### config.mk
export PLATFORM = sky130hd
export DESIGN_NAME = acquisition_trigger_control
export DESIGN_NICKNAME = d
export VERILOG_FILES = /design/src/trig_ctrl_pkg.sv /design/src/acquisition_trigger_control.sv
export VERILOG_INCLUDE_DIRS = /design/src
export SDC_FILE = /design/constraint.sdc
export NUM_CORES = 1
export LEC_CHECK = 0
export ABC_AREA = 1
export BUFFER_PORTS_ARGS = -buffer_cell sky130_fd_sc_hd__buf_2
export CORE_ASPECT_RATIO = 0.8
export CORE_MARGIN = 8
export CORE_UTILIZATION = 25
export DETAILED_ROUTE_END_ITERATION = 10
export RECOVER_POWER = 25
export SYNTH_ARGS = -nofsm -noshare
export SYNTH_HDL_FRONTEND = slang
export SYNTH_SLANG_ARGS = --single-unit
### constraint.sdc
create_clock -name aclk -period 4.57 [get_ports aclk]
set_input_delay 0.6855 -clock aclk [delete_from_list [all_inputs] [get_ports aclk]]
set_output_delay 0.6855 -clock aclk [all_outputs]
set_load 0.03 [all_outputs]
### src/trig_ctrl_regs.svh
// register offsets, field positions, reset values and codes for trigger control
`ifndef TRIG_CTRL_REGS_SVH
`define TRIG_CTRL_REGS_SVH

`define REG_VMODE       8'h00
`define REG_HMODE       8'h04
`define REG_SWTRIG      8'h08
`define REG_STATUS      8'h0C

`define VMODE_MODE_LSB  0
`define VMODE_ASSIGN_LSB 4
`define VMODE_APOL_BIT  6
`define VMODE_BPOL_BIT  7
`define VMODE_SEL_LSB   8
`define VMODE_CONA_BIT  12
`define VMODE_CONB_BIT  13

`define HMODE_MODE_LSB  0
`define HMODE_POL_BIT   2
`define HMODE_SEL_LSB   4

`define SEL_IGNORE      4'hF
`define VMODE_RESET     32'h0000_3000
`define HMODE_RESET     32'h0000_0000

`endif

### src/trig_ctrl_pkg.sv
// types shared by the trigger control block
package trig_ctrl_pkg;

  typedef enum logic [3:0] {
    frame_free_run_mode             = 4'h0,
    acquire_command_mode            = 4'h1,
    acquire_command_start_stop_mode = 4'h2,
    frame_one_shot_mode             = 4'h3,
    frame_self_triggered_mode       = 4'h4,
    continuous_data_mode            = 4'h5,
    start_a_stop_b_mode             = 4'h6,
    start_a_stop_a_mode             = 4'h7,
    start_a_stop_a_level_mode       = 4'h8,
    qualified_continuous_mode       = 4'h9
  } frame_mode_t;

  typedef enum logic [1:0] {
    engines_shared_trigger      = 2'h0,
    engines_split_triggers      = 2'h1,
    first_triggered_second_free = 2'h2
  } assign_t;

  typedef enum logic [1:0] {
    line_free_run_mode       = 2'h0,
    line_one_shot_mode       = 2'h1,
    line_self_triggered_mode = 2'h2
  } line_mode_t;

  // frame source codes, extended variant included
  typedef enum logic [3:0] {
    src_diff       = 4'h0,
    src_ttl        = 4'h1,
    src_opto       = 4'h2,
    src_frame_valid = 4'h3,
    src_timing_gen = 4'h4,
    src_engine_zero_trig = 4'h5,
    src_button     = 4'h6,
    src_link_trig  = 4'h7,
    src_soft       = 4'h8,
    src_scan_step  = 4'h9,
    src_engine_zero_tgen = 4'hA
  } frame_src_t;

  // line encoder source codes
  typedef enum logic [3:0] {
    enc_ttl        = 4'h0,
    enc_diff       = 4'h1,
    enc_opto       = 4'h2,
    enc_engine_zero = 4'h3,
    enc_timing_gen = 4'h4,
    enc_button     = 4'h5,
    enc_link_trig  = 4'h6,
    software_encoder_source = 4'h7,
    enc_engine_zero_tgen = 4'h8
  } enc_src_t;

  // raw external inputs that travel together
  typedef struct packed {
    logic trig_diff;
    logic trig_ttl;
    logic trig_opto;
    logic frame_valid;
    logic timing_gen;
    logic engine_zero_trig;
    logic button;
    logic link_trig;
    logic scan_step;
    logic engine_zero_tgen;
    logic enc_ttl;
    logic enc_diff;
    logic enc_opto;
    logic engine_zero_enc;
    logic trig_second;
    logic qualifier;
  } ext_in_t;

endpackage

### src/acquisition_trigger_control.sv
// frame and line trigger control with an axi4-lite register slave
`timescale 1ns/1ps
`include "trig_ctrl_regs.svh"

module acquisition_trigger_control #(
  parameter int ADDR_W = 8
) (
  input  wire logic                  aclk,
  input  wire logic                  aresetn,
  input  wire logic [ADDR_W-1:0]     s_axi_awaddr,
  input  wire logic                  s_axi_awvalid,
  output logic                       s_axi_awready,
  input  wire logic [31:0]           s_axi_wdata,
  input  wire logic [3:0]            s_axi_wstrb,
  input  wire logic                  s_axi_wvalid,
  output logic                       s_axi_wready,
  output logic [1:0]                 s_axi_bresp,
  output logic                       s_axi_bvalid,
  input  wire logic                  s_axi_bready,
  input  wire logic [ADDR_W-1:0]     s_axi_araddr,
  input  wire logic                  s_axi_arvalid,
  output logic                       s_axi_arready,
  output logic [31:0]                s_axi_rdata,
  output logic [1:0]                 s_axi_rresp,
  output logic                       s_axi_rvalid,
  input  wire logic                  s_axi_rready,
  input  wire trig_ctrl_pkg::ext_in_t ext_in,
  input  wire logic                  frame_done,
  input  wire logic                  line_done,
  output logic                       frame_acquire_first,
  output logic                       frame_acquire_second,
  output logic                       frame_freeze,
  output logic                       data_accept,
  output logic                       line_acquire,
  output logic                       encoder_second_enable
);

  localparam int NIN = $bits(trig_ctrl_pkg::ext_in_t);

  // configuration registers
  logic [31:0] vmode_q;
  logic [31:0] hmode_q;
  logic [1:0]  soft_q;
  trig_ctrl_pkg::frame_mode_t mode;
  trig_ctrl_pkg::assign_t     asg;
  trig_ctrl_pkg::line_mode_t  lmode;
  logic [3:0] fsel;
  logic [3:0] esel;
  assign mode  = trig_ctrl_pkg::frame_mode_t'(vmode_q[`VMODE_MODE_LSB +: 4]);
  assign asg   = trig_ctrl_pkg::assign_t'(vmode_q[`VMODE_ASSIGN_LSB +: 2]);
  assign fsel  = vmode_q[`VMODE_SEL_LSB +: 4];
  assign lmode = trig_ctrl_pkg::line_mode_t'(hmode_q[`HMODE_MODE_LSB +: 2]);
  assign esel  = hmode_q[`HMODE_SEL_LSB +: 4];

  // two-stage synchroniser; stage one feeds only stage two
  logic [NIN-1:0] sync1_q;
  logic [NIN-1:0] sync2_q;
  always_ff @(posedge aclk) begin
    if (!aresetn) begin
      sync1_q <= '0;
      sync2_q <= '0;
    end else begin
      sync1_q <= ext_in;
      sync2_q <= sync1_q;
    end
  end
  trig_ctrl_pkg::ext_in_t s;
  assign s = sync2_q;

  // frame source select
  logic hw_a;
  always_comb begin
    hw_a = 1'b0;
    case (fsel)
      trig_ctrl_pkg::src_diff:             hw_a = s.trig_diff;
      trig_ctrl_pkg::src_ttl:              hw_a = s.trig_ttl;
      trig_ctrl_pkg::src_opto:             hw_a = s.trig_opto;
      trig_ctrl_pkg::src_frame_valid:      hw_a = s.frame_valid;
      trig_ctrl_pkg::src_timing_gen:       hw_a = s.timing_gen;
      trig_ctrl_pkg::src_engine_zero_trig: hw_a = s.engine_zero_trig;
      trig_ctrl_pkg::src_button:           hw_a = s.button;
      trig_ctrl_pkg::src_link_trig:        hw_a = s.link_trig;
      trig_ctrl_pkg::src_soft:             hw_a = soft_q[0];
      trig_ctrl_pkg::src_scan_step:        hw_a = s.scan_step;
      trig_ctrl_pkg::src_engine_zero_tgen: hw_a = s.engine_zero_tgen;
      default:                             hw_a = 1'b0;
    endcase
  end

  // hardware gated by connect bits, soft always ored in
  logic trig_a_lvl;
  logic trig_b_lvl;
  logic a_asserted;
  logic b_asserted;
  assign trig_a_lvl = (hw_a & vmode_q[`VMODE_CONA_BIT]) | soft_q[0];
  assign trig_b_lvl = (s.trig_second & vmode_q[`VMODE_CONB_BIT]) | soft_q[1];
  assign a_asserted = trig_a_lvl ^ vmode_q[`VMODE_APOL_BIT];
  assign b_asserted = trig_b_lvl ^ vmode_q[`VMODE_BPOL_BIT];

  // edge detection on asserted level
  logic a_prev_q;
  logic b_prev_q;
  always_ff @(posedge aclk) begin
    if (!aresetn) begin
      a_prev_q <= 1'b0;
      b_prev_q <= 1'b0;
    end else begin
      a_prev_q <= a_asserted;
      b_prev_q <= b_asserted;
    end
  end
  logic a_rise;
  logic a_fall;
  logic b_rise;
  assign a_rise = a_asserted & ~a_prev_q;
  assign a_fall = ~a_asserted & a_prev_q;
  assign b_rise = b_asserted & ~b_prev_q;

  // frame engine state
  typedef enum logic [1:0] {fs_idle, fs_run, fs_frame, fs_freeze} fstate_t;
  fstate_t fst_q;
  logic    acq_first_q;
  always_ff @(posedge aclk) begin
    if (!aresetn) begin
      fst_q <= fs_idle;
    end else begin
      case (mode)
        trig_ctrl_pkg::frame_free_run_mode,
        trig_ctrl_pkg::frame_self_triggered_mode: fst_q <= fs_run;
        trig_ctrl_pkg::frame_one_shot_mode: begin
          // one frame per edge; edges during a frame are dropped
          if (fst_q == fs_frame) begin
            if (frame_done) fst_q <= fs_idle;
          end else if (a_rise) fst_q <= fs_frame;
          else fst_q <= fs_idle;
        end
        trig_ctrl_pkg::acquire_command_mode: begin
          if (a_rise) fst_q <= fs_run;
          else if (fst_q == fs_freeze) fst_q <= fs_idle;
        end
        trig_ctrl_pkg::acquire_command_start_stop_mode: begin
          if (a_rise) fst_q <= fs_run;
          else if (a_fall) fst_q <= fs_freeze;
        end
        trig_ctrl_pkg::start_a_stop_b_mode: begin
          if (b_rise) fst_q <= fs_idle;
          else if (a_rise) fst_q <= fs_run;
        end
        trig_ctrl_pkg::start_a_stop_a_mode: begin
          if (a_rise) fst_q <= fs_run;
          else if (a_fall) fst_q <= fs_idle;
        end
        trig_ctrl_pkg::start_a_stop_a_level_mode: begin
          // frame in progress always finishes; then level decides
          if (fst_q == fs_frame) begin
            if (frame_done && !a_asserted) fst_q <= fs_idle;
          end else if (a_rise || a_asserted) fst_q <= fs_frame;
          else fst_q <= fs_idle;
        end
        trig_ctrl_pkg::continuous_data_mode,
        trig_ctrl_pkg::qualified_continuous_mode: begin
          if (a_rise) fst_q <= fs_run;
        end
        default: fst_q <= fs_idle;
      endcase
    end
  end

  // engine outputs
  logic acq_first_d;
  assign acq_first_d = (fst_q == fs_run) || (fst_q == fs_frame);
  always_ff @(posedge aclk) begin
    if (!aresetn) begin
      acq_first_q          <= 1'b0;
      frame_acquire_first  <= 1'b0;
      frame_acquire_second <= 1'b0;
      frame_freeze         <= 1'b0;
      data_accept          <= 1'b0;
    end else begin
      acq_first_q         <= acq_first_d;
      frame_acquire_first <= acq_first_d;
      frame_freeze        <= (fst_q == fs_freeze);
      data_accept         <= acq_first_d &&
                             (mode != trig_ctrl_pkg::qualified_continuous_mode ||
                              s.qualifier);
      case (asg)
        trig_ctrl_pkg::engines_shared_trigger:      frame_acquire_second <= acq_first_d;
        trig_ctrl_pkg::engines_split_triggers:      frame_acquire_second <= b_asserted;
        trig_ctrl_pkg::first_triggered_second_free: frame_acquire_second <= 1'b1;
        default:                                    frame_acquire_second <= acq_first_d;
      endcase
    end
  end

  // line encoder source select
  logic enc_lvl;
  always_comb begin
    enc_lvl = 1'b0;
    case (esel)
      trig_ctrl_pkg::enc_ttl:                 enc_lvl = s.enc_ttl;
      trig_ctrl_pkg::enc_diff:                enc_lvl = s.enc_diff;
      trig_ctrl_pkg::enc_opto:                enc_lvl = s.enc_opto;
      trig_ctrl_pkg::enc_engine_zero:         enc_lvl = s.engine_zero_enc;
      trig_ctrl_pkg::enc_timing_gen:          enc_lvl = s.timing_gen;
      trig_ctrl_pkg::enc_button:              enc_lvl = s.button;
      trig_ctrl_pkg::enc_link_trig:           enc_lvl = s.link_trig;
      trig_ctrl_pkg::software_encoder_source: enc_lvl = soft_q[0];
      trig_ctrl_pkg::enc_engine_zero_tgen:    enc_lvl = s.engine_zero_tgen;
      default:                                enc_lvl = 1'b0;
    endcase
  end

  // line gating; one-shot holds the line request until line_done
  logic enc_prev_q;
  logic line_pend_q;
  logic enc_asserted;
  assign enc_asserted = enc_lvl ^ hmode_q[`HMODE_POL_BIT];
  always_ff @(posedge aclk) begin
    if (!aresetn) begin
      enc_prev_q            <= 1'b0;
      line_pend_q           <= 1'b0;
      line_acquire          <= 1'b0;
      encoder_second_enable <= 1'b0;
    end else begin
      enc_prev_q <= enc_asserted;
      // no field enables encoder B, so it stays disabled
      encoder_second_enable <= 1'b0;
      if (lmode == trig_ctrl_pkg::line_one_shot_mode) begin
        if (enc_asserted && !enc_prev_q) line_pend_q <= 1'b1;
        else if (line_done) line_pend_q <= 1'b0;
        line_acquire <= line_pend_q;
      end else begin
        line_pend_q  <= 1'b0;
        line_acquire <= acq_first_q;
      end
    end
  end

  // axi4-lite write path: address and data taken in either order
  logic              aw_got_q;
  logic              w_got_q;
  logic [ADDR_W-1:0] awaddr_q;
  logic [31:0]       wdata_q;
  logic              do_write;
  assign do_write = aw_got_q && w_got_q && !s_axi_bvalid;
  always_ff @(posedge aclk) begin
    if (!aresetn) begin
      aw_got_q      <= 1'b0;
      w_got_q       <= 1'b0;
      awaddr_q      <= '0;
      wdata_q       <= 32'h0000_0000;
      s_axi_awready <= 1'b0;
      s_axi_wready  <= 1'b0;
      s_axi_bvalid  <= 1'b0;
      s_axi_bresp   <= 2'h0;
    end else begin
      s_axi_awready <= !aw_got_q && !s_axi_awready && !s_axi_bvalid;
      s_axi_wready  <= !w_got_q && !s_axi_wready && !s_axi_bvalid;
      if (s_axi_awvalid && s_axi_awready) begin
        aw_got_q <= 1'b1;
        awaddr_q <= s_axi_awaddr;
      end
      if (s_axi_wvalid && s_axi_wready) begin
        w_got_q <= 1'b1;
        wdata_q <= s_axi_wdata;
      end
      if (do_write) begin
        aw_got_q     <= 1'b0;
        w_got_q      <= 1'b0;
        s_axi_bvalid <= 1'b1;
        s_axi_bresp  <= (awaddr_q[7:0] <= `REG_STATUS) ? 2'h0 : 2'h2;
      end else if (s_axi_bvalid && s_axi_bready) begin
        s_axi_bvalid <= 1'b0;
      end
    end
  end

  // register writes; ignore code keeps the select field
  always_ff @(posedge aclk) begin
    if (!aresetn) begin
      vmode_q <= `VMODE_RESET;
      hmode_q <= `HMODE_RESET;
      soft_q  <= 2'h0;
    end else if (do_write) begin
      case (awaddr_q[7:0])
        `REG_VMODE: begin
          vmode_q[7:0]   <= wdata_q[7:0];
          vmode_q[13:12] <= wdata_q[13:12];
          if (wdata_q[`VMODE_SEL_LSB +: 4] != `SEL_IGNORE)
            vmode_q[`VMODE_SEL_LSB +: 4] <= wdata_q[`VMODE_SEL_LSB +: 4];
        end
        `REG_HMODE: begin
          hmode_q[2:0] <= wdata_q[2:0];
          if (wdata_q[`HMODE_SEL_LSB +: 4] != `SEL_IGNORE)
            hmode_q[`HMODE_SEL_LSB +: 4] <= wdata_q[`HMODE_SEL_LSB +: 4];
        end
        `REG_SWTRIG: soft_q <= wdata_q[1:0];
        default: soft_q <= soft_q;
      endcase
    end
  end

  // axi4-lite read path, one cycle to rvalid after arready
  always_ff @(posedge aclk) begin
    if (!aresetn) begin
      s_axi_arready <= 1'b0;
      s_axi_rvalid  <= 1'b0;
      s_axi_rdata   <= 32'h0000_0000;
      s_axi_rresp   <= 2'h0;
    end else begin
      s_axi_arready <= !s_axi_arready && !s_axi_rvalid;
      if (s_axi_arvalid && s_axi_arready) begin
        s_axi_rvalid <= 1'b1;
        s_axi_rresp  <= 2'h0;
        case (s_axi_araddr[7:0])
          `REG_VMODE:  s_axi_rdata <= vmode_q;
          `REG_HMODE:  s_axi_rdata <= hmode_q;
          `REG_SWTRIG: s_axi_rdata <= {30'h0, soft_q};
          `REG_STATUS: s_axi_rdata <= {24'h0, a_asserted, b_asserted, enc_asserted,
                                       frame_freeze, line_acquire, data_accept,
                                       frame_acquire_second, frame_acquire_first};
          default: begin
            s_axi_rdata <= 32'h0000_0000;
            s_axi_rresp <= 2'h2;
          end
        endcase
      end else if (s_axi_rvalid && s_axi_rready) begin
        s_axi_rvalid <= 1'b0;
      end
    end
  end

endmodule

== Word level (Yosys, flattened, before mapping) ==
Index checks and enable logic that the tools add are counted.
Operators by class
  bitwise gates (word level): 14
  muxes and demuxes: 28
  equal/unequal tests: 46
  order comparisons: 1
  reductions and logical operators: 46
Operators with widths (count)
  14-bit one-hot mux with 4 select lines: 1
  4-bit by 3-bit equality test with 1-bit output (second input constant): 12
  2-bit 2-to-1 mux: 16
  4-bit by 2-bit equality test with 1-bit output (second input constant): 6
  4-bit equality test (second input constant): 6
  8-bit by 4-bit equality test with 1-bit output (second input constant): 3
  8-bit by 3-bit equality test with 1-bit output (second input constant): 2
  8-bit logical NOT: 2
  2-bit one-hot mux with 8 select lines: 1
  1-bit logical AND: 15
  3-bit != test (second input constant): 5
  4-bit by 1-bit equality test with 1-bit output (second input constant): 3
  4-bit logical NOT: 3
  4-bit != test (second input constant): 3
  1-bit one-hot mux with 11 select lines: 1
  1-bit logical NOT: 9
  1-bit one-hot mux with 9 select lines: 1
  8-bit by 4-bit less-or-equal comparator with 1-bit output (second input constant): 1
  2-bit AND reduction: 4
  1-bit 2-to-1 mux: 7
  2-bit by 1-bit equality test with 1-bit output (second input constant): 3
  2-bit equality test (second input constant): 3
  3-bit AND reduction: 2
  2-bit nonzero test: 3
  9 further kinds: 23
Storage, ports and cells
  output and inout bits: 47
  register bits: 131
  bits of input ports: 77
  logic and storage cells: 164

== Depth between registers and ports, before layout ==
Gate-level depths: netlist of run 1.
  depth after elaboration: 10
  gate-level depth with buffers: 20
  depth with buffers taken out: 19

== Least setup slack after synthesis of run 1 ==
No wires, ideal clock.
  path type: flip-flop to flip-flop
  from: register vmode_q[9]
  to: register fst_q[1]
  arrival: 1.665 ns
  cell stages (with the launch flop): 17
  setup time: 0.133 ns
  clock period less this slack: 1.799 ns
  slack: 2.771 ns
  buffers on the path: 1
  data required time: 4.437 ns
  cells stage by stage: dfxtp_1 > buf_6 > nor2_1 > nand2_1 > nand3_1 > nand2_1 > nand3_2 > nand2_2 > nand3_2 > nand2_4 > ha_1 > o21ai_1 > nand3_2 > inv_1 > nand2_2 > nand2_1 > a21oi_2
On the way
  longest elaborated chain between the ends: 10
  elaborated cells on any way between the ends: 36
  classes of those cells: 14 x eq/ne; 11 x mux; 6 x bitwise; 5 x reduce/logical
Ends and longest elaborated chain
  start, declared: RTL line acquisition_trigger_control.sv:41  | logic [31:0] vmode_q;
  start signal, assigned: RTL line acquisition_trigger_control.sv:281  | vmode_q <= `VMODE_RESET;
  start signal, assigned by index: RTL line acquisition_trigger_control.sv:290  | vmode_q[`VMODE_SEL_LSB +: 4] <= wdata_q[`VMODE_SEL_LSB +: 4];
  4-bit equality test, or another cell as far along: RTL line acquisition_trigger_control.sv:74  | case (fsel)
  1-bit one-hot mux with 11 select lines (*): RTL line acquisition_trigger_control.sv:74
  1-bit bitwise AND (*): RTL line acquisition_trigger_control.sv:95  | assign trig_a_lvl = (hw_a & vmode_q[`VMODE_CONA_BIT]) | soft_q[0];
  1-bit OR (*): RTL line acquisition_trigger_control.sv:95
  1-bit bitwise XOR (*): RTL line acquisition_trigger_control.sv:97  | assign a_asserted = trig_a_lvl ^ vmode_q[`VMODE_APOL_BIT];
  net a_asserted: RTL line acquisition_trigger_control.sv:93  | logic a_asserted;
  1-bit bitwise AND: RTL line acquisition_trigger_control.sv:115  | assign a_rise = a_asserted & ~a_prev_q;
  1-bit logical OR: RTL line acquisition_trigger_control.sv:157  | end else if (a_rise || a_asserted) fst_q <= fs_frame;
  2-bit 2-to-1 mux: RTL line acquisition_trigger_control.sv:157
  2-bit 2-to-1 mux: RTL line acquisition_trigger_control.sv:155  | if (fst_q == fs_frame) begin
  2-bit one-hot mux with 8 select lines: RTL line acquisition_trigger_control.sv:127  | case (mode)
  end signal, assigned: RTL line acquisition_trigger_control.sv:156  | if (frame_done && !a_asserted) fst_q <= fs_idle;
  end signal, assigned: RTL line acquisition_trigger_control.sv:157
  end signal, assigned: RTL line acquisition_trigger_control.sv:158  | else fst_q <= fs_idle;
  end, declared: RTL line acquisition_trigger_control.sv:121  | fstate_t fst_q;
Mark *: on every way through the listed nets, which the timed path passes. The rest lies on a longest branch.
A chain may end at the register's enable or synchronous reset.

== Worst setup path in the final report of run 1 ==
Same ends and word-level chain as after synthesis.

==> impl_metrics.tcl, run 1 <==
set metrics [dict create \
    crit_arrival_ps 2360 \
    r2r_setup_slack_ps 2420 \
    ctsHoldBuffers 0 \
    via_count 3755 \
    cp-end-kind "register" \
    post_cts_buffers 0 \
    setup_violations 0 \
    leakagePower_nw 2.556 \
    final_nets 760 \
    place.gp.congestion 0.7894 \
    fin_cells 912 \
    first_global_vias 3519 \
    wire_per_inst_um 12.62 \
    fp.dieW_um 167.5 \
    dr.max_layer_used "met4" \
    p_seq_frac 0.516 \
    cts_tree "done" \
    relSlewSlack 0.4106 \
    syn_area_per_cell_um2 7.584 \
    power.share.clock 0.391 \
    drive_gt1_frac 0.1804 \
    crit_required_ps 4780 \
    drt_iter0_markers 212 \
    n_fill_cell 2026 \
    tightestPinTransition_ps 883.2 \
    fin_tns_setup_ps 0 \
    fmax_mhz 465.7 \
    via_per_inst 4.117 \
    synth-main-ff-cell "dfxtp_1" \
    cts_buffer_depth 2 \
    crit_buf_inv 1 \
    die_h_um 137.2 \
    status "finished clean" \
    drt_wl_total_um 11510 \
    h-tree-depth 3 \
    switchingPower_mw 0.5037 \
    synth_seq_cells 111 \
    area_growth_pct 17.92 \
    drc 0 \
    clk_pin_slew_ps 70 \
    maxCapViolCount 0 \
    grt_util_all_layers 0.1016 \
    ir_drop_uv 170.2 \
    critPathMaxFanout 8 \
    hold_viol_final 0 \
    wirelength_met1_um 5679 \
    initial_core_util 0.2541 \
    syn_area_um2 4588 \
    yosys_warnings 0 \
    crit_type "reg -> reg" \
    gr-total-overflow 0 \
    p_int_mw 1.493 \
    design_area_um2 5410 \
    critPathTopFamily "simple AND/OR/NAND/NOR gates" \
    insertion_delay_ps 350 \
    cpPeakStageDelay_ps 510 \
    skew_ps 6.825 \
    swShare 0.2523 \
    period_needed_ps 2147 \
    dpl_cell_area_um2 5121 \
    cts_resized 0 \
    crit_chain "nor2_1 > nand2_1 > nand3_1 > nand2_1 > nand3_2 > nand2_2 > nand3_2 > nand2_4 > ha_1 > nor2_1 > nand2_1 > nand3_2 > inv_1 > nand2_2 > nand2_1 > a21oi_2" \
    grt_antenna_before_repair 0 \
    synth_cell_type_count 39 \
    pin_count 124 \
    synth-edff-count 0 \
    cts-buffers-inserted 9 \
    clock-sinks 111 \
    post-route-period-util 0.4699 \
    hold_class "reg -> reg" \
    utilization 0.2996 \
    critPathLaunchType "register" \
    cpMostUsedCell "nand2_1" \
    ys_seq_area_frac 0.4843 \
    wl_met2_um 5145 \
    combPwrFrac 0.093 \
    portBuffers 80 \
    cts_root_buf "clkbuf_16" \
    wl_met3_um 578 \
    async_reset_ff_frac 0 \
    grt_max_degree 88 \
    rsz0062_at_grt "false" \
    finalMaxSlewViolations 0 \
    post-place-cells 896 \
    hpwl_um 8673 \
    firstDrtPassIters 4 \
    crit_path_top_delay_cell "dfxtp_1" \
    postSynthCellCount 605 \
    n_antenna_cell 0 \
    num_rows 44 \
    grt_pass1_wl_um 18280 \
    core-area_um2 18060 \
    fp.dieArea_um2 22970 \
    drtAntennaViolNets 0 \
    power_density_nw_per_um2 369.0 \
]
[path summary, 6_finish.rpt]
path                            cells past startpoint                     from                    end
worst min-delay path                                2   sync1_q[12]$_SDFF_PN0_       s[12]$_SDFF_PN0_
worst min register to register                      2   sync1_q[12]$_SDFF_PN0_       s[12]$_SDFF_PN0_
worst max-delay path                               16  vmode_q[9]$_SDFFE_PN0P_  fst_q[1]$_SDFFE_PN0P_
worst max register to register                     16  vmode_q[9]$_SDFFE_PN0P_  fst_q[1]$_SDFFE_PN0P_
[synth_stat cells (2+ instances only)]
cell	number	area share
dfxtp_1	111	0.48
nand2_1	103	0.084
inv_1	91	0.074
a21oi_1	54	0.059
o21ai_0	50	0.055
nor2_1	48	0.039
buf_4	21	0.034
nand3_1	18	0.020
clkbuf_1	16	0.013
o21ai_1	15	0.016
inv_2	11	0.0090
nor3_1	8	0.0087
ha_1	6	0.016
o22ai_1	6	0.0082
nand2_2	4	0.0055
nand3_2	4	0.0087
nand4_1	4	0.0055
nor4_1	4	0.0055
o211ai_1	4	0.0065
a21oi_2	3	0.0057
a221oi_1	3	0.0057
nand2_4	2	0.0049
nor2_2	2	0.0027
or2_1	2	0.0027
[power by group through the flow]
stage	combinational (mW)	sequential (mW)	clock, mW
after floorplan	0.123	1.07	0
after global placement	0.186	1.05	0
after detailed placement	0.188	1.05	0
after CTS	0.188	1.03	0.812
after global routing	0.209	1.04	0.846
final	0.185	1.03	0.780
[sequential cells by signal (all words and copies together), names as in the netlist, 2 cells and up]
signal / count
sync1_q: 16
soft_q: 2
fst_q: 2
hmode_q: 7
s: 16
awaddr_q: 8
wdata_q: 14
vmode_q: 14
s_axi_rdata: 14
[layer usage]
layer  track usage  vias to the layer above
met3       0.03666                        6
met2        0.1612                       70
met1        0.1298                     1653
li1              -                     2026
met5             0                        -
met4       0.02524                        0
[worst min-delay path, delay by kind of cell (launching register included)]
kind | cells | cell delay (ps)
DFF | 1 | 310
buffers and inverters | 1 | 40
and+or+nand+nor | 1 | 40
[cells by family after synthesis]
group / synth area share
AO/OA/AOI/OAI: 0.1669
buffers and inverters: 0.1361
adder cells (fa/ha/maj): 0.01636
flip-flops: 0.4843
XOR/XNOR: 0.001909
other: 0.0008173
AND/OR/NAND/NOR: 0.1936
[final cells by class]
cell class / count / area [um^2] / area share
Sequential cell: 111 / 2222 / 0.4107
Multi-Input combinational cell: 371 / 1817 / 0.3358
Timing Repair Buffer: 81 / 406.6 / 0.07516
Inverter: 103 / 386.6 / 0.07146
Tap cell: 230 / 287.8 / 0.05319
Clock buffer: 11 / 232.7 / 0.04302
Clock inverter: 5 / 57.56 / 0.01064
[metrics by stage]
| stage | setup WS [ps] | total power [mW] | hold slack, ps |
|---|---|---|---|
| 6_report | 2423 | 1.997 | 412.0 |
| 5_1_grt | 2160 | 2.092 | 427.9 |
| 4_1_cts | 2398 | 2.032 | 411.7 |
| 3_5_place_dp | 2378 | 1.242 | 394.7 |
| 3_3_place_gp | 2365 | 1.240 | 397.8 |
| 2_1_floorplan | 2771 | 1.192 | 390.5 |
[cells in the final DEF, fill, tap and decap left out, drive strengths merged]
master,n
a21boi,1
a21oi,57
a221oi,3
a31oi,1
and3,1
buf,80
bufinv,1
clkbuf,12
clkinv,4
conb,21
dfxtp,111
ha,6
inv,103
nand2,109
nand3,22
nand4,4
nor2,50
nor3,9
nor4,5
o211ai,4
o21ai,65
o21bai,1
o221ai,1
o22ai,6
o2bb2ai,1
o31ai,1
or2,2
xor2,1
(Power assumes the default switching activity.)
==> run 2: changes to the inputs <==
- clock period: 4.57 -> 2.2 ns (I/O delays scaled with it)
==> run 2 against run 1 <==
Against the previous run:
- clock skew increased by 3.3 ps
- core utilization increased by 0.42 points
- first-iteration DRC count decreased by 24%
- maximum frequency increased by 6.9%
- power increased by 110%
- sequential share of layout area decreased by 0.45 points
- register-to-register slack got worse by 2200 ps
- worst hold slack got worse by 260 ps
==> impl_metrics.tcl, run 2 (same netlist as run 1, synthesis figures left out) <==
set metrics [dict create \
    grt_pass1_wl_um 19100 \
    fin_tns_setup_ps 0 \
    h-tree-depth 3 \
    leakagePower_nw 2.588 \
    insertion_delay_ps 350 \
    status "finished clean" \
    power_density_nw_per_um2 750.4 \
    drc 0 \
    crit_required_ps 2410 \
    crit_path_top_delay_cell "dfxtp_1" \
    crit_chain "nor2_2 > nand2_1 > nand2_1 > nand2_1 > nand2_1 > clkinv_1 > nand3_2 > nand2_2 > nand2_2 > nand2_4 > nand2_4 > ha_1 > o21ai_2 > nand3_2 > inv_1 > nand2_2 > nand2_1 > a21oi_2" \
    hold_viol_final 0 \
    cts_tree "done" \
    grtUsageMet2 0.1667 \
    fp.dieArea_um2 22970 \
    critPathMaxFanout 5 \
    design_area_um2 5485 \
    firstDrtPassIters 6 \
    cpPeakStageDelay_ps 410 \
    min_path_cells 3 \
    drt_iter0_markers 161 \
    wire_per_inst_um 12.96 \
    dpl_cell_area_um2 5196 \
    grt_util_met3 0.03694 \
    first_global_vias 3749 \
    reg2reg_depth 18 \
    finalMaxSlewViolations 0 \
    post_cts_buffers 0 \
    hp-start "ext_in[5]" \
    setup_violations 0 \
    cp-end-kind "register" \
    hold_class "in -> reg" \
    grt_util_all_layers 0.1053 \
    grt_max_degree 39 \
    drt_wl_total_um 11950 \
    hold_end "sync1_q[5]$_SDFF_PN0_" \
    hpwl_um 9209 \
    die_h_um 137.2 \
    grt-busiest-layer "met2" \
    period_needed_ps 2009 \
    via_per_inst 4.113 \
    grt_antenna_before_repair 1 \
    gr-total-overflow 0 \
    cpMostUsedCell "nand2_1" \
    tightestPinTransition_ps 1459 \
    pin_count 124 \
    r2r_start "vmode_q[10]$_SDFFE_PN0P_" \
    area_growth_pct 19.55 \
    fp.dieW_um 167.5 \
    n_antenna_cell 0 \
    cts_root_buf "clkbuf_16" \
    crit_arrival_ps 2220 \
    r2r_setup_slack_ps 190 \
    skew_ps 10.16 \
    clock-sinks 111 \
    portBuffers 80 \
    core-area_um2 18060 \
    fmax_mhz 497.6 \
    via_count 3792 \
    initial_core_util 0.2541 \
    clk_pin_slew_ps 80 \
    critPathLaunchType "register" \
    post-route-period-util 0.9134 \
    timing.rr.end "fst_q[1]$_SDFFE_PN0P_" \
    cts-buffers-inserted 9 \
    cts_buffer_depth 2 \
    crit_type "reg -> reg" \
    maxCapViolCount 0 \
    use_met1 0.1349 \
    relSlewSlack 0.02732 \
    num_rows 44 \
    place.gp.congestion 0.7855 \
    drtAntennaViolNets 0 \
    layout_common_cells "dfxtp_1, nand2_1, inv_1" \
    final_common_cell "dfxtp_1" \
    drive_gt1_frac 0.2009 \
    final_nets 770 \
    ir_drop_uv 356.7 \
]
## run 2: cell count changes in the layout (fill, tap and decap cells not counted), sizes merged
cell      change
clkbuf        +1
clkinvlp      +1
clkinv        -2
buf           +8
bufinv        -1
inv           +3
## run 2: stage by stage
stage	setup WS, ps	cells	power, mW	hold WS [ps]	util
finish	190.5	922	4.116	157.0	0.3038
detailed placement	40.02	906	2.592	398.6	0.2878
global route	-1.022	922	4.309	143.9	0.3038
floorplan	401.2	625	2.475	390.5	-
CTS	18.48	922	4.183	133.2	0.3032
global placement	111.9	906	2.588	397.8	0.2878
## run 2: timing repair
action	in CTS	in global routing
resized for setup	0	8
hold buffers	0	0
setup endpoints to repair	0	2
endpoints found under the hold margin	0	0
## run 2: per-layer routing
metal | wire length, um | share of wire
met2 | 5290 | 0.44
met3 | 539 | 0.045
met4 | 138 | 0.012
met1 | 5972 | 0.50
met5 | 12 | 0.0010
## run 2: final cells by class
type	count	area [um^2]
clock inverter	6	50.05
timing repair buffer	91	474.2
clock buffer	10	229.0
inverter	103	386.6
sequential	111	2228
fill	1994	12570
multi-input combinational	371	1829
tap	230	287.8
## run 2: critical path: cells and delay by family (launching register included)
kind | cells | cell delay [ps]
DFF | 1 | 410
buffers and inverters | 2 | 140
adders and majority gates | 1 | 290
and+or+nand+nor | 13 | 900
AOI/OAI and AO/OA | 2 | 120
## run 2: how the worst max path moves through the flow
stage	slack, ps	endpoint	startpoint
2_1_floorplan	400	fst_q[1]$_SDFFE_PN0P_	vmode_q[9]$_SDFFE_PN0P_
3_3_place_gp	110	fst_q[1]$_SDFFE_PN0P_	vmode_q[9]$_SDFFE_PN0P_
3_5_place_dp	40	fst_q[1]$_SDFFE_PN0P_	vmode_q[9]$_SDFFE_PN0P_
4_1_cts	20	fst_q[1]$_SDFFE_PN0P_	vmode_q[9]$_SDFFE_PN0P_
5_1_grt	-1	fst_q[1]$_SDFFE_PN0P_	vmode_q[8]$_SDFFE_PN0P_
6_report	190	fst_q[1]$_SDFFE_PN0P_	vmode_q[10]$_SDFFE_PN0P_
## run 2: power breakdown
| part | internal, mW | switching [mW] |
|---|---|---|
| clock network | 0.789 | 0.785 |
| registers | 2.10 | 0.0467 |
| logic | 0.127 | 0.273 |
==> run 3: changes to the inputs <==
- CTS_BUF_LIST: default -> sky130_fd_sc_hd__clkbuf_8
==> run 3 against run 2 <==
Against the previous run:
- register-to-register slack barely moved
- via count grew 0.32%
- global-route usage is essentially flat
- wire length is essentially flat
- sequential power about the same
- critical path depth is 1 higher
- sequential share of layout area increased by 0.77 points
==> impl_metrics.tcl, run 3 (same netlist as run 1, synthesis figures left out) <==
set metrics [dict create \
    status "finished clean" \
    fp.dieArea_um2 22970 \
    firstDrtPassIters 4 \
    tightestPinTransition_ps 1441 \
    multi_input_area_um2 1832 \
    final_common_cell "dfxtp_1" \
    clk_pin_slew_ps 120 \
    grt_pass1_wl_um 19130 \
    hold_viol_final 0 \
    num_rows 44 \
    clock-sinks 111 \
    crit_arrival_ps 2280 \
    critPathLaunchType "register" \
    drtAntennaViolNets 0 \
    drive_gt1_frac 0.2009 \
    wl_met3_um 556 \
    via_per_inst 4.126 \
    critPathMaxFanout 5 \
    n_antenna_cell 0 \
    insertion_delay_ps 390 \
    gr-total-overflow 0 \
    layout_common_cells "dfxtp_1, nand2_1, inv_1" \
    setup_violations 0 \
    h-tree-depth 3 \
    hold_class "in -> reg" \
    cts_buffer_depth 2 \
    cts_root_buf "clkbuf_8" \
    fp.dieW_um 167.5 \
    seq_area_um2 2232 \
    skew_ps 15.01 \
    wire_per_inst_um 12.97 \
    finalPower_mw 3.715 \
    finalMaxSlewViolations 0 \
    dr.max_layer_used "met5" \
    power_density_nw_per_um2 688.8 \
    leakagePower_nw 2.548 \
    die_h_um 137.2 \
    place.gp.congestion 0.7855 \
    cts-buffers-inserted 9 \
    pin_count 124 \
    cts_tree "done" \
    grt_max_degree 39 \
    first_global_vias 3760 \
    via_count 3804 \
    post-route-period-util 0.9195 \
    drt_wl_total_um 11960 \
    wl_met2_um 5284 \
    crit_type "reg -> reg" \
    grt_util_all_layers 0.1058 \
    ir_drop_uv 257.6 \
    drt_iter0_markers 166 \
    crit_required_ps 2460 \
    grt_antenna_before_repair 1 \
    initial_core_util 0.2541 \
    wirelength_met1_um 5940 \
    relSlewSlack 0.03932 \
    rsz0062_at_grt "false" \
    area_growth_pct 17.53 \
    post_cts_buffers 0 \
    fin_tns_setup_ps 0 \
    portBuffers 80 \
    fmax_mhz 494.3 \
    cp-end-kind "register" \
    final_nets 770 \
    n_fill_cell 2008 \
    period_needed_ps 2023 \
    hpwl_um 9209 \
    drc 0 \
    maxCapViolCount 0 \
    core-area_um2 18060 \
]
==> run 3: through the flow <==
stage | setup WS (ps) | utilization | instance area, um^2 | hold slack [ps] | std cells
final | 177.1 | 0.2986 | 5393 | 116.0 | 922
after global routing | 26.33 | 0.2986 | 5393 | 90.20 | 922
after floorplan | 401.2 | - | 4663 | 390.5 | 625
after CTS | 88.54 | 0.2977 | 5375 | 84.63 | 922
after global placement | 111.9 | 0.2878 | 5196 | 397.8 | 906
after detailed placement | 40.02 | 0.2878 | 5196 | 398.6 | 906
==> run 3: timing repair <==
item                       4_1_cts  5_1_grt
pin swaps                        0        1
gates cloned                     0        0
hold buffers                     0        0
gates resized for setup          1       10
setup endpoints to repair        1        2
==> run 3: area by class of cell <==
| type | instances | share of cell area |
|---|---|---|
| clock buffers | 9 | 0.02297 |
| clock inverters | 7 | 0.009977 |
| inverters | 103 | 0.07216 |
| multi-input cells | 371 | 0.3397 |
| flip-flops and latches | 111 | 0.4139 |
| well taps | 230 | 0.05336 |
| repair buffers | 91 | 0.08794 |
==> run 3: worst paths after layout <==
kind                                                from                    end  slack, ps  cells after the start
worst min-delay path                           ext_in[6]  sync1_q[6]$_SDFF_PN0_        120                      3
worst min register to register     sync1_q[0]$_SDFF_PN0_        s[0]$_SDFF_PN0_        410                      2
worst max register to register  vmode_q[10]$_SDFFE_PN0P_  fst_q[1]$_SDFFE_PN0P_        180                     19
worst max-delay path            vmode_q[10]$_SDFFE_PN0P_  fst_q[1]$_SDFFE_PN0P_        180                     19
==> run 3: routing by layer <==
layer	vias up	global-route usage
met5	-	0
met3	14	0.03436
met2	72	0.1673
li1	2048	-
met1	1668	0.1345
met4	2	0.03563
==> run 3: critical path, cell delays in order, from the launching register on <==
cell and delay, ps:
dfxtp_2 360, nor2_1 140, nand2_1 70, nand2_1 60
nand2_1 40, nand2_1 50, clkinv_1 60, nand3_2 80
nand2_4 60, nand2_2 80, nand2_4 70, nand2_4 90
ha_2 210, inv_1 60, nand2_1 60, nand2_1 50
a31oi_1 140, nand2_1 70, nand2_1 80, a21oi_2 50
==> run 3: report_power, final <==
| part | total (mW) | switching (mW) | internal (mW) |
|---|---|---|---|
| combinational | 0.401 | 0.274 | 0.127 |
| clock | 1.17 | 0.745 | 0.427 |
| sequential | 2.14 | 0.0468 | 2.10 |
| total | 3.71 | 1.07 | 2.65 |
